===== config.mk =====
export PLATFORM = sky130hd
export DESIGN_NAME = xde_exec
export DESIGN_NICKNAME = d
export VERILOG_FILES = /design/src/xde_pkg.sv /design/src/xde_exec.sv
export SDC_FILE = /design/constraint.sdc
export NUM_CORES = 1
export LEC_CHECK = 0
export BUFFER_PORTS_ARGS = -buffer_cell sky130_fd_sc_hd__buf_4
export CAP_MARGIN = 20
export CORE_ASPECT_RATIO = 2
export CORE_MARGIN = 4
export CORE_UTILIZATION = 59
export CTS_CLUSTER_DIAMETER = 120
export DETAILED_ROUTE_END_ITERATION = 10
export PLACE_DENSITY = 0.85
export SLEW_MARGIN = 20
export SYNTH_ARGS = -nofsm -noshare
export SYNTH_HDL_FRONTEND = slang
export SYNTH_SLANG_ARGS = --single-unit
export TNS_END_PERCENT = 1

===== constraint.sdc =====
create_clock -name i_ref_clk -period 5.9 [get_ports i_ref_clk]
set_input_delay 0.59 -clock i_ref_clk [delete_from_list [all_inputs] [get_ports i_ref_clk]]
set_output_delay 0.59 -clock i_ref_clk [all_outputs]
set_load 0.03 [all_outputs]

===== src/xde_pkg.sv =====
// package for the byte exclusive-or and low-nibble exchange execution unit
// assumes an 8-bit core with 8-bit internal addresses and single-clock ram/sfr reads
package xde_pkg;

	// ----------------------------------------------------------------
	// opcodes
	// ----------------------------------------------------------------
	localparam logic [7:0] OP_XOR_A_RN_BASE  = 8'h68;
	localparam logic [7:0] OP_XOR_A_DIR      = 8'h65;
	localparam logic [7:0] OP_XOR_A_IND_BASE = 8'h66;
	localparam logic [7:0] OP_XOR_A_IMM      = 8'h64;
	localparam logic [7:0] OP_XOR_DIR_A      = 8'h62;
	localparam logic [7:0] OP_XOR_DIR_IMM    = 8'h63;
	localparam logic [7:0] OP_EXCHANGE_LOW_NIBBLE_INSTRUCTION_IND_BASE  = 8'hd6;

	// ----------------------------------------------------------------
	// opcode fields
	// ----------------------------------------------------------------
	localparam int RN_SEL_W  = 3;
	localparam int RI_SEL_W  = 1;
	localparam int BANK_W    = 2;

	// ----------------------------------------------------------------
	// lengths and timing
	// ----------------------------------------------------------------
	localparam logic [1:0] LEN_ONE_BYTE    = 2'h1;
	localparam logic [1:0] LEN_TWO_BYTES   = 2'h2;
	localparam logic [1:0] LEN_THREE_BYTES = 2'h3;
	localparam logic [1:0] MCYC_ONE        = 2'h1;
	localparam logic [1:0] MCYC_TWO        = 2'h2;
	// clocks per machine cycle; must cover the longest internal sequence (4 clocks)
	localparam logic [3:0] MCYC_CLKS       = 4'h6;

	// ----------------------------------------------------------------
	// types
	// ----------------------------------------------------------------
	typedef enum logic [2:0] {
		F_A_RN,
		F_A_DIR,
		F_A_IND,
		F_A_IMM,
		F_DIR_A,
		F_DIR_IMM,
		F_EXCHANGE_LOW_NIBBLE_INSTRUCTION
	} xde_form_t;

	typedef enum logic [2:0] {
		S_IDLE,
		S_RD1,
		S_RD2,
		S_WB,
		S_HOLD
	} xde_state_t;

	// bank register address: bank select above the register index
	function automatic logic [7:0] xde_reg_addr(input logic [BANK_W-1:0] bank, input logic [RN_SEL_W-1:0] idx);
		xde_reg_addr = {3'h0, bank, idx};
	endfunction

endpackage


===== src/xde_exec.sv =====
// execution unit for the byte exclusive-or family and the low-nibble exchange
// assumes the core holds i_start for one clock with the opcode and following bytes,
// and that ram/sfr read data appears one clock after o_mem_re
//
// Functional notes
// - nibble exchange swaps low nibbles, flags untouched
// - exclusive-or result to destination, flags untouched
// - accumulator destination: register, direct, indirect, immediate
// - direct destination: accumulator or immediate only
// - port destination reads output latch, not pins
// - direct form inverts mask-selected bits anywhere
// - direct,immediate: three bytes, two machine cycles
// - direct,accumulator: two bytes, one machine cycle
// - accumulator,direct: two bytes, one cycle, accumulator only
module xde_exec
	import xde_pkg::*;
(
	input  wire logic                       i_ref_clk,
	input  wire logic                       i_rst,
	input  wire logic                       i_start,
	input  wire logic [7:0]                 i_opcode,
	input  wire logic [7:0]                 i_byte2,
	input  wire logic [7:0]                 i_byte3,
	input  wire logic [xde_pkg::BANK_W-1:0] i_bank,
	input  wire logic [7:0]                 i_acc,
	input  wire logic [7:0]                 i_mem_rdata,
	output logic                            o_busy,
	output logic                            o_done,
	output logic                            o_illegal,
	output logic [1:0]                      o_instr_len,
	output logic                            o_acc_we,
	output logic [7:0]                      o_acc_wdata,
	output logic                            o_mem_re,
	output logic                            o_mem_latch,
	output logic                            o_mem_we,
	output logic [7:0]                      o_mem_addr,
	output logic [7:0]                      o_mem_wdata
);
	import xde_pkg::*;

	// ----------------------------------------------------------------
	// state
	// ----------------------------------------------------------------
	xde_state_t state_r;
	xde_form_t  form_r;
	logic [7:0] acc_r;
	logic [7:0] imm_r;
	logic [7:0] opnd_r;
	logic [7:0] dst_addr_r;
	logic [3:0] cnt_r;
	logic [3:0] budget_r;
	logic       done_r;
	logic       illegal_r;
	logic [1:0] len_r;
	logic       acc_we_r;
	logic [7:0] acc_wdata_r;
	logic       mem_re_r;
	logic       mem_latch_r;
	logic       mem_we_r;
	logic [7:0] mem_addr_r;
	logic [7:0] mem_wdata_r;

	// ----------------------------------------------------------------
	// decode
	// ----------------------------------------------------------------
	logic      dec_ok;
	xde_form_t dec_form;
	logic [1:0] dec_len;
	logic [1:0] dec_mcyc;

	always_comb begin
		dec_ok   = 1'b1;
		dec_form = F_A_RN;
		dec_len  = LEN_ONE_BYTE;
		dec_mcyc = MCYC_ONE;
		if (i_opcode[7:3] == OP_XOR_A_RN_BASE[7:3]) begin
			dec_form = F_A_RN;
		end else if (i_opcode == OP_XOR_A_DIR) begin
			dec_form = F_A_DIR;
			dec_len  = LEN_TWO_BYTES;
		end else if (i_opcode[7:1] == OP_XOR_A_IND_BASE[7:1]) begin
			dec_form = F_A_IND;
		end else if (i_opcode == OP_XOR_A_IMM) begin
			dec_form = F_A_IMM;
			dec_len  = LEN_TWO_BYTES;
		end else if (i_opcode == OP_XOR_DIR_A) begin
			dec_form = F_DIR_A;
			dec_len  = LEN_TWO_BYTES;
		end else if (i_opcode == OP_XOR_DIR_IMM) begin
			dec_form = F_DIR_IMM;
			dec_len  = LEN_THREE_BYTES;
			dec_mcyc = MCYC_TWO;
		end else if (i_opcode[7:1] == OP_EXCHANGE_LOW_NIBBLE_INSTRUCTION_IND_BASE[7:1]) begin
			dec_form = F_EXCHANGE_LOW_NIBBLE_INSTRUCTION;
		end else begin
			dec_ok = 1'b0;
		end
	end

	// pointer register address for indirect forms, bank register for register form
	logic [7:0] ptr_addr;
	logic [7:0] rn_addr;

	assign ptr_addr = xde_reg_addr(i_bank, {2'h0, i_opcode[RI_SEL_W-1:0]});
	assign rn_addr  = xde_reg_addr(i_bank, i_opcode[RN_SEL_W-1:0]);

	// ----------------------------------------------------------------
	// sequencing
	// ----------------------------------------------------------------
	logic start_ok;
	assign start_ok = i_start && (state_r == S_IDLE) && dec_ok;

	always_ff @(posedge i_ref_clk) begin
		if (i_rst) begin
			state_r <= S_IDLE;
		end else begin
			unique case (state_r)
				S_IDLE: begin
					if (start_ok) begin
						state_r <= (dec_form == F_A_IMM) ? S_WB : S_RD1;
					end
				end
				S_RD1: begin
					state_r <= (form_r == F_A_IND || form_r == F_EXCHANGE_LOW_NIBBLE_INSTRUCTION) ? S_RD2 : S_WB;
				end
				S_RD2: begin
					state_r <= S_WB;
				end
				S_WB: begin
					state_r <= S_HOLD;
				end
				S_HOLD: begin
					if (cnt_r == budget_r - 4'h1) begin
						state_r <= S_IDLE;
					end
				end
			endcase
		end
	end

	// machine-cycle budget: done lands exactly at the documented cycle count
	always_ff @(posedge i_ref_clk) begin
		if (i_rst) begin
			cnt_r    <= 4'h0;
			budget_r <= MCYC_CLKS;
			len_r    <= LEN_ONE_BYTE;
		end else if (start_ok) begin
			cnt_r    <= 4'h0;
			budget_r <= (dec_mcyc == MCYC_TWO) ? 4'(MCYC_CLKS * 2) : MCYC_CLKS;
			len_r    <= dec_len;
		end else if (state_r != S_IDLE) begin
			cnt_r <= cnt_r + 4'h1;
		end
	end

	always_ff @(posedge i_ref_clk) begin
		if (i_rst) begin
			done_r    <= 1'b0;
			illegal_r <= 1'b0;
		end else begin
			done_r    <= (state_r == S_HOLD) && (cnt_r == budget_r - 4'h1);
			illegal_r <= i_start && (state_r == S_IDLE) && !dec_ok;
		end
	end

	// ----------------------------------------------------------------
	// operand capture
	// ----------------------------------------------------------------
	always_ff @(posedge i_ref_clk) begin
		if (i_rst) begin
			form_r     <= F_A_RN;
			acc_r      <= 8'h00;
			imm_r      <= 8'h00;
			opnd_r     <= 8'h00;
			dst_addr_r <= 8'h00;
		end else if (start_ok) begin
			form_r     <= dec_form;
			acc_r      <= i_acc;
			// immediate sits after the address byte in the three-byte form
			imm_r      <= (dec_form == F_DIR_IMM) ? i_byte3 : i_byte2;
			opnd_r     <= i_byte2;
			dst_addr_r <= i_byte2;
		end else if (state_r == S_RD1 && (form_r == F_A_IND || form_r == F_EXCHANGE_LOW_NIBBLE_INSTRUCTION)) begin
			dst_addr_r <= i_mem_rdata;
		end else if (state_r == S_RD1 || state_r == S_RD2) begin
			opnd_r <= i_mem_rdata;
		end
	end

	// ----------------------------------------------------------------
	// memory reads
	// ----------------------------------------------------------------
	always_ff @(posedge i_ref_clk) begin
		if (i_rst) begin
			mem_re_r    <= 1'b0;
			mem_latch_r <= 1'b0;
			mem_addr_r  <= 8'h00;
		end else begin
			mem_re_r    <= 1'b0;
			mem_latch_r <= 1'b0;
			if (start_ok && dec_form != F_A_IMM) begin
				mem_re_r <= 1'b1;
				unique case (dec_form)
					F_A_RN:               mem_addr_r <= rn_addr;
					F_A_IND, F_EXCHANGE_LOW_NIBBLE_INSTRUCTION:      mem_addr_r <= ptr_addr;
					default:              mem_addr_r <= i_byte2;
				endcase
				// read-modify-write of a port must see the output latch, not the pins
				mem_latch_r <= (dec_form == F_DIR_A) || (dec_form == F_DIR_IMM);
			end else if (state_r == S_RD1 && (form_r == F_A_IND || form_r == F_EXCHANGE_LOW_NIBBLE_INSTRUCTION)) begin
				mem_re_r   <= 1'b1;
				mem_addr_r <= i_mem_rdata;
			end else if (state_r == S_WB && (form_r == F_DIR_A || form_r == F_DIR_IMM || form_r == F_EXCHANGE_LOW_NIBBLE_INSTRUCTION)) begin
				mem_addr_r <= dst_addr_r;
			end
		end
	end

	// ----------------------------------------------------------------
	// write back; no flag is ever written by these forms
	// ----------------------------------------------------------------
	always_ff @(posedge i_ref_clk) begin
		if (i_rst) begin
			acc_we_r    <= 1'b0;
			acc_wdata_r <= 8'h00;
			mem_we_r    <= 1'b0;
			mem_wdata_r <= 8'h00;
		end else begin
			acc_we_r <= 1'b0;
			mem_we_r <= 1'b0;
			if (state_r == S_WB) begin
				unique case (form_r)
					F_A_RN, F_A_DIR, F_A_IND: begin
						acc_we_r    <= 1'b1;
						acc_wdata_r <= acc_r ^ opnd_r;
					end
					F_A_IMM: begin
						acc_we_r    <= 1'b1;
						acc_wdata_r <= acc_r ^ imm_r;
					end
					F_DIR_A: begin
						mem_we_r    <= 1'b1;
						mem_wdata_r <= opnd_r ^ acc_r;
					end
					F_DIR_IMM: begin
						mem_we_r    <= 1'b1;
						mem_wdata_r <= opnd_r ^ imm_r;
					end
					F_EXCHANGE_LOW_NIBBLE_INSTRUCTION: begin
						acc_we_r    <= 1'b1;
						acc_wdata_r <= {acc_r[7:4], opnd_r[3:0]};
						mem_we_r    <= 1'b1;
						mem_wdata_r <= {opnd_r[7:4], acc_r[3:0]};
					end
				endcase
			end
		end
	end

	// ----------------------------------------------------------------
	// outputs
	// ----------------------------------------------------------------
	assign o_busy      = (state_r != S_IDLE);
	assign o_done      = done_r;
	assign o_illegal   = illegal_r;
	assign o_instr_len = len_r;
	assign o_acc_we    = acc_we_r;
	assign o_acc_wdata = acc_wdata_r;
	assign o_mem_re    = mem_re_r;
	assign o_mem_latch = mem_latch_r;
	assign o_mem_we    = mem_we_r;
	assign o_mem_addr  = mem_addr_r;
	assign o_mem_wdata = mem_wdata_r;

endmodule


# Yosys cells after proc, flatten, opt, wreduce, memory -nomap -nowiden
# Index checks and enable logic that the tools add are counted.
# W data, S select, Z words.
dict set report word_totals {
  register_bits 78
  latch_bits 0
  ram_bits 0
  mem_bits_ro 0
  out_inout_bits 33
  wordCells 134
  memories 0
}
dict set report op_classes {
  addsub 2
  n_mul 0
  n_div 0
  n_lt_le_gt_ge 0
  n_eq_ne 28
  shift 0
  n_mux 48
  bitwise_logic 5
  n_reduce_logical 33
}
# op n
set op_table {}
lappend op_table {{$mux W8} 9}
lappend op_table {{$pmux W8 S3} 2}
lappend op_table {{$eq A8 B7 Y1 const B} 4}
lappend op_table {{$mux W3} 9}
lappend op_table {{$mux W2} 13}
lappend op_table {{$xor A8 B8 Y8} 3}
lappend op_table {{$eq A3 B3 Y1 const B} 7}
lappend op_table {{$eq A3 B2 Y1 const B} 6}
lappend op_table {{$pmux W8 S2} 1}
lappend op_table {{$pmux W3 S5} 1}
lappend op_table {{$mux W1} 12}
lappend op_table {{$reduce_bool A3 Y1} 4}
lappend op_table {{$logic_not A3 Y1} 3}
lappend op_table {{$reduce_and A2 Y1} 4}
lappend op_table {{$reduce_or A2 Y1} 4}
lappend op_table {{$eq A7 B6 Y1 const B} 1}
lappend op_table {{$eq A7 B7 Y1 const B} 1}
lappend op_table {{$logic_and A1 B1 Y1} 7}
lappend op_table {{$eq A3 B1 Y1 const B} 2}
lappend op_table {{$ne A2 B2 Y1 const B} 3}
lappend op_table {{$reduce_or A3 Y1} 2}
lappend op_table {{$eq A5 B4 Y1 const B} 1}
lappend op_table {{$logic_or A1 B1 Y1} 5}
lappend op_table {{$reduce_or A5 Y1} 1}
lappend op_table {{9 further kinds} 11}

# Longest topological paths before layout
dict set report logic_depth {
  word_depth 12
  mapped_depth 8
}

# Least setup slack after synthesis
# Ideal clock, no wire load.
dict set report synth_path {
  path_type {input to register}
  startpoint {in i_opcode[2]}
  endpoint {reg mem_addr_r[6], in the netlist o_mem_addr[6]}
  setup_ps 119
  arrival_ps 2181
  required_ps 5781
  setup_slack_ps 3600
  path_stages 6
  path_cell_list {clkbuf_1 -> nor4b_1 -> nor4b_1 -> a211oi_1 -> nand2_1 -> o221a_2}
}
dict set report synth_via {
  elab_chain_cells 12
  word_cells_on_any_way 30
}
# element line_no
set synth_rtl {}
lappend synth_rtl {{start, declared} xde_exec.sv:21} ;# input wire logic [7:0] i_opcode,
lappend synth_rtl {{$eq A7 B7 Y1} xde_exec.sv:93} ;# end else if (i_opcode[7:1] == OP_EXCHANGE_LOW_NIBBLE_INSTRUCTION_IND_BASE[7:1]) begin
lappend synth_rtl {{$mux W3} xde_exec.sv:93}
lappend synth_rtl {{$mux W3} xde_exec.sv:89} ;# end else if (i_opcode == OP_XOR_DIR_IMM) begin
lappend synth_rtl {{$mux W3} xde_exec.sv:86} ;# end else if (i_opcode == OP_XOR_DIR_A) begin
lappend synth_rtl {{$mux W3} xde_exec.sv:83} ;# end else if (i_opcode == OP_XOR_A_IMM) begin
lappend synth_rtl {{$mux W3} xde_exec.sv:81} ;# end else if (i_opcode[7:1] == OP_XOR_A_IND_BASE[7:1]) begin
lappend synth_rtl {{$mux W3} xde_exec.sv:78} ;# end else if (i_opcode == OP_XOR_A_DIR) begin
lappend synth_rtl {{$mux W3} xde_exec.sv:76} ;# if (i_opcode[7:3] == OP_XOR_A_RN_BASE[7:3]) begin
lappend synth_rtl {{$eq A3 B2 Y1 or $eq A3 B3 Y1 (tied branches)} xde_exec.sv:203} ;# unique case (dec_form)
lappend synth_rtl {{$reduce_or A2 Y1} xde_exec.sv:203}
lappend synth_rtl {{$pmux W8 S2} xde_exec.sv:203}
lappend synth_rtl {{$mux W8} xde_exec.sv:201} ;# if (start_ok && dec_form != F_A_IMM) begin
lappend synth_rtl {{end signal, assigned} xde_exec.sv:204} ;# F_A_RN: mem_addr_r <= rn_addr;
lappend synth_rtl {{end signal, assigned} xde_exec.sv:205} ;# F_A_IND, F_EXCHANGE_LOW_NIBBLE_INSTRUCTION: mem_addr_r <= ptr_addr;
lappend synth_rtl {{end signal, assigned} xde_exec.sv:206} ;# default: mem_addr_r <= i_byte2;
lappend synth_rtl {{end, declared} xde_exec.sv:60} ;# logic [7:0] mem_addr_r;
# Several ways; a longest one is shown, not always the timed one.
# A chain may end at the register's enable or synchronous reset.

# Final worst setup path
dict set report layout_path {
  startpoint {reg state_r[2]}
  endpoint {reg mem_addr_r[4], in the netlist o_mem_addr[4]}
}
dict set report layout_via {
  elab_chain_cells 5
  word_cells_on_any_way 11
}
# element line_no
set layout_rtl {}
lappend layout_rtl {{start, declared} xde_exec.sv:44} ;# xde_state_t state_r;
lappend layout_rtl {{start signal, assigned} xde_exec.sv:120} ;# state_r <= (dec_form == F_A_IMM) ? S_WB : S_RD1;
lappend layout_rtl {{start signal, assigned} xde_exec.sv:124} ;# state_r <= (form_r == F_A_IND || form_r == F_EXCHANGE_LOW_NIBBLE_INSTRUCTION) ? S_RD2 : S_WB;
lappend layout_rtl {{$logic_not A3 Y1} xde_exec.sv:111} ;# assign start_ok = i_start && (state_r == S_IDLE) && dec_ok;
lappend layout_rtl {{$logic_and A1 B1 Y1 (2 in series)} xde_exec.sv:111}
lappend layout_rtl {{$logic_and A1 B1 Y1} xde_exec.sv:201}
lappend layout_rtl {{$reduce_bool A3 Y1 (no source line) or $mux W8 (tied branches)} --}
# Several ways; a longest one is shown, not always the timed one.

==> summary.md <==
| Metric | Value |
|---|---|
| Leakage | `1.76 nW` |
| Setup crit start kind | `register` |
| Mapped Cells | `440` |
| Crit path from | `state_r[2]` |
| Routability cong. | `0.916` |
| Crit path kind | `reg -> reg` |
| Post-synth top area share | `41.0%` |
| Core Region | `6060 µm²` |
| Status | `finished clean` |
| Die width | `64.1 µm` |
| Ant diodes | `0` |
| Met3 routed wirelength | `519 µm` |
| Root buf cell | `clkbuf_16` |
| FP Rows | `40` |
| Critical path fanouts, max | `12` |
| H-tree levels | `3` |
| Final setup vio count | `0` |
| Layout cell share with drive strength beyond 1 | `22.3%` |
| Skew-Pair Late Insertion Delay | `330 ps` |
| Post-CTS Resized | `0` |
| Origin of the critical flop-to-flop path | `state_r[2]` |
| Total wire length | `9710 µm` |
| Hold Slack | `471 ps` |
| Vias/cell | `5.94` |
| TritonCTS clock tree | `built` |
| Worst Setup EP | `o_mem_addr[4]` |
| Worst reg2reg path depth | `4` |
| Pre-Repair DR Iteration Count | `4` |
| IO Pins | `78` |
| Mapped Area | `3710 µm²` |
| Cell Area, Placed | `4300 µm²` |
| Final setup margin | `3190 ps` |
| Max layer used | `met4` |
| Least-Margin Pin Slew | `1070 ps` |
| EDFF count, synth | `0` |
| Seq cells post-synth | `76` |
| Max Fclk | `369 MHz` |
| Count of different cell masters after synthesis | `49` |
| Sequential fraction of the synthesis area | `41.0%` |
| Die area | `7690 µm²` |
| Worst setup EP type | `register` |
| Met2 routed WL | `5230 µm` |
| Detailed Route Iter0 Violations | `206` |
| DRC | `0` |
| HPWL after DPL | `7100 µm` |
| Clock Skew | `6.24 ps` |
| First-pass GRT wire length | `15600 µm` |
| Hold_sp | `o_instr_len[1]` |
| Input/output buffers | `77` |
| Worst rel slew slack | `28.0%` |
| Critical Path RT | `6150 ps` |
| Critical Path AT | `2960 ps` |
| Ys async rst share | `0%` |
| Total congestion overflow | `0` |
| Antenna violations before repair | `0` |
| Synth warnings | `0` |
| Worst Hold Class | `reg -> reg` |
| WL/cell | `16.5 µm` |
| Reg2reg setup slack | `3190 ps` |
| CTS buffer count | `9` |
| Fill cell count | `468` |
| Metal-1 WL | `3600 µm` |
| Worst-case clock buffer depth | `2` |
| Initial core utilization | `61.2%` |
| CTS sink count | `76` |
| Largest cells by area after synthesis | `dfxtp_1 41%, mux2i_1 8.6%, a21oi_1 5.8%` |
| Hold path depth | `2` |
| Via count | `3504` |
| Maxcap violations | `0` |
| Gr usage total | `26.0%` |
| TNS Setup | `0 ps` |
| Ys flop type | `dfxtp_1` |
| Minimum clock period | `2710 ps` |
| RR Endpoint | `o_mem_addr[4]` |
| Vias in the first global route | `3347` |
| Avg Cell Area, Syn | `8.43 µm²` |
| Synth cell count leaders | `76 x dfxtp_1, 53 x nand2_1, 45 x nor2_1` |
| Final Max Slew Viols | `0` |
| Syn_nets | `486` |
| Post-CTS setup repair buffer count | `0` |
| Post-synth top area cell | `dfxtp_1` |
| Cts hold-fix bufs | `0` |
| P per Cell Area | `260 nW/µm²` |
| RSZ-0062 raised after global routing | `false` |
| Layout area overhead | `23.4%` |
| Final nets | `547` |
| Antenna viol nets, final | `0` |
| Power, Total | `1.19 mW` |
| Die Y | `120 µm` |
| Final Instance Area | `4580 µm²` |
| Clock transition at path regs | `60 ps` |
| Top-count cell post-synth | `dfxtp_1` |
| Pre-CTS setup slack | `3000 ps` |
| Period Utilization, post-route | `46.0%` |
| Largest net degree at the start of global routing | `53` |
| Hold Vio Cnt, Final | `0` |
| Peak VDD IR | `0.000189 V` |
[kinds of logic (layout without fill, tap and decap cells)]
logic type | Yosys count | after routing | share of synthesized area [%]
AND/OR/NAND/NOR | 158 | 158 | 20.6
flip-flops | 76 | 76 | 41.0
XOR/XNOR | 13 | 13 | 3.07
buffers and inverters | 33 | 99 | 3.54
multiplexers | 39 | 39 | 10.8
AO/OA/AOI/OAI | 120 | 120 | 20.6
adder cells (fa/ha/maj) | 1 | 1 | 0.337
[state kept, by name, indices dropped and copies added (netlist names), 3 cells and up]
signal       cells
o_mem_wdata      8
opnd_r           8
o_mem_addr       8
imm_r            8
state_r          3
cnt_r            4
dst_addr_r       8
form_r           3
o_acc_wdata      8
acc_r            8
[report_power, final]
group          internal [mW]  total, mW  switching (mW)
Clock                  0.293      0.493           0.200
Combinational         0.0677      0.147          0.0797
Sequential             0.531      0.551          0.0201
Total                  0.892       1.19           0.300
[worst min path at each step]
stage / to / slack, ps
after detailed placement: o_instr_len[1] / 460
final: o_instr_len[1] / 470
after global placement: budget_r[3] / 460
after floorplan: budget_r[3] / 450
after CTS: o_instr_len[1] / 470
after global routing: o_instr_len[1] / 490
[critical path, stage by stage, from the launching register on]
cell and delay, ps:
dfxtp_1 370, or4b_1 690, nor4_2 980, mux2_2 420, o22ai_1 170
[per-layer routing]
| layer | vias to the layer above | track usage [%] |
|---|---|---|
| met4 | 0 | 12.2 |
| met5 | - | 0 |
| met3 | 31 | 5.90 |
| met2 | 136 | 46.9 |
| met1 | 1626 | 27.7 |
| li1 | 1711 | - |
[cell type report]
cell class	instances	area [µm²]	area share [%]
clock inverter	5	27.5	0.601
tap	84	105	2.30
multi-input combinational	331	2070	45.2
sequential	76	1520	33.2
inverter	3	11.3	0.246
timing repair buffer	80	601	13.1
clock buffer	11	243	5.30
[through the flow]
step                std cells  utilization, %
floorplan                 440               -
global placement          574            71.0
detailed placement        574            71.1
CTS                       590            75.5
global route              590            75.6
finish                    590            75.6
[cells in the final DEF, fill, tap and decap left out, types with 3 or more instances in the layout]
cell,count
buf_4,80
dfxtp_1,76
nand2_1,53
nor2_1,45
a21oi_1,41
mux2i_1,32
o21ai_0,22
a211oi_1,22
nor3_1,11
xnor2_1,11
clkbuf_16,9
o221ai_1,8
mux2_2,7
nand2b_1,6
a311oi_1,6
nand3_1,6
nor2b_1,5
or2_2,5
or3_1,4
nand3b_1,4
a21o_1,4
clkinv_2,4
inv_1,3
o22ai_1,3
Note: power is estimated with default switching activity, not from simulation.
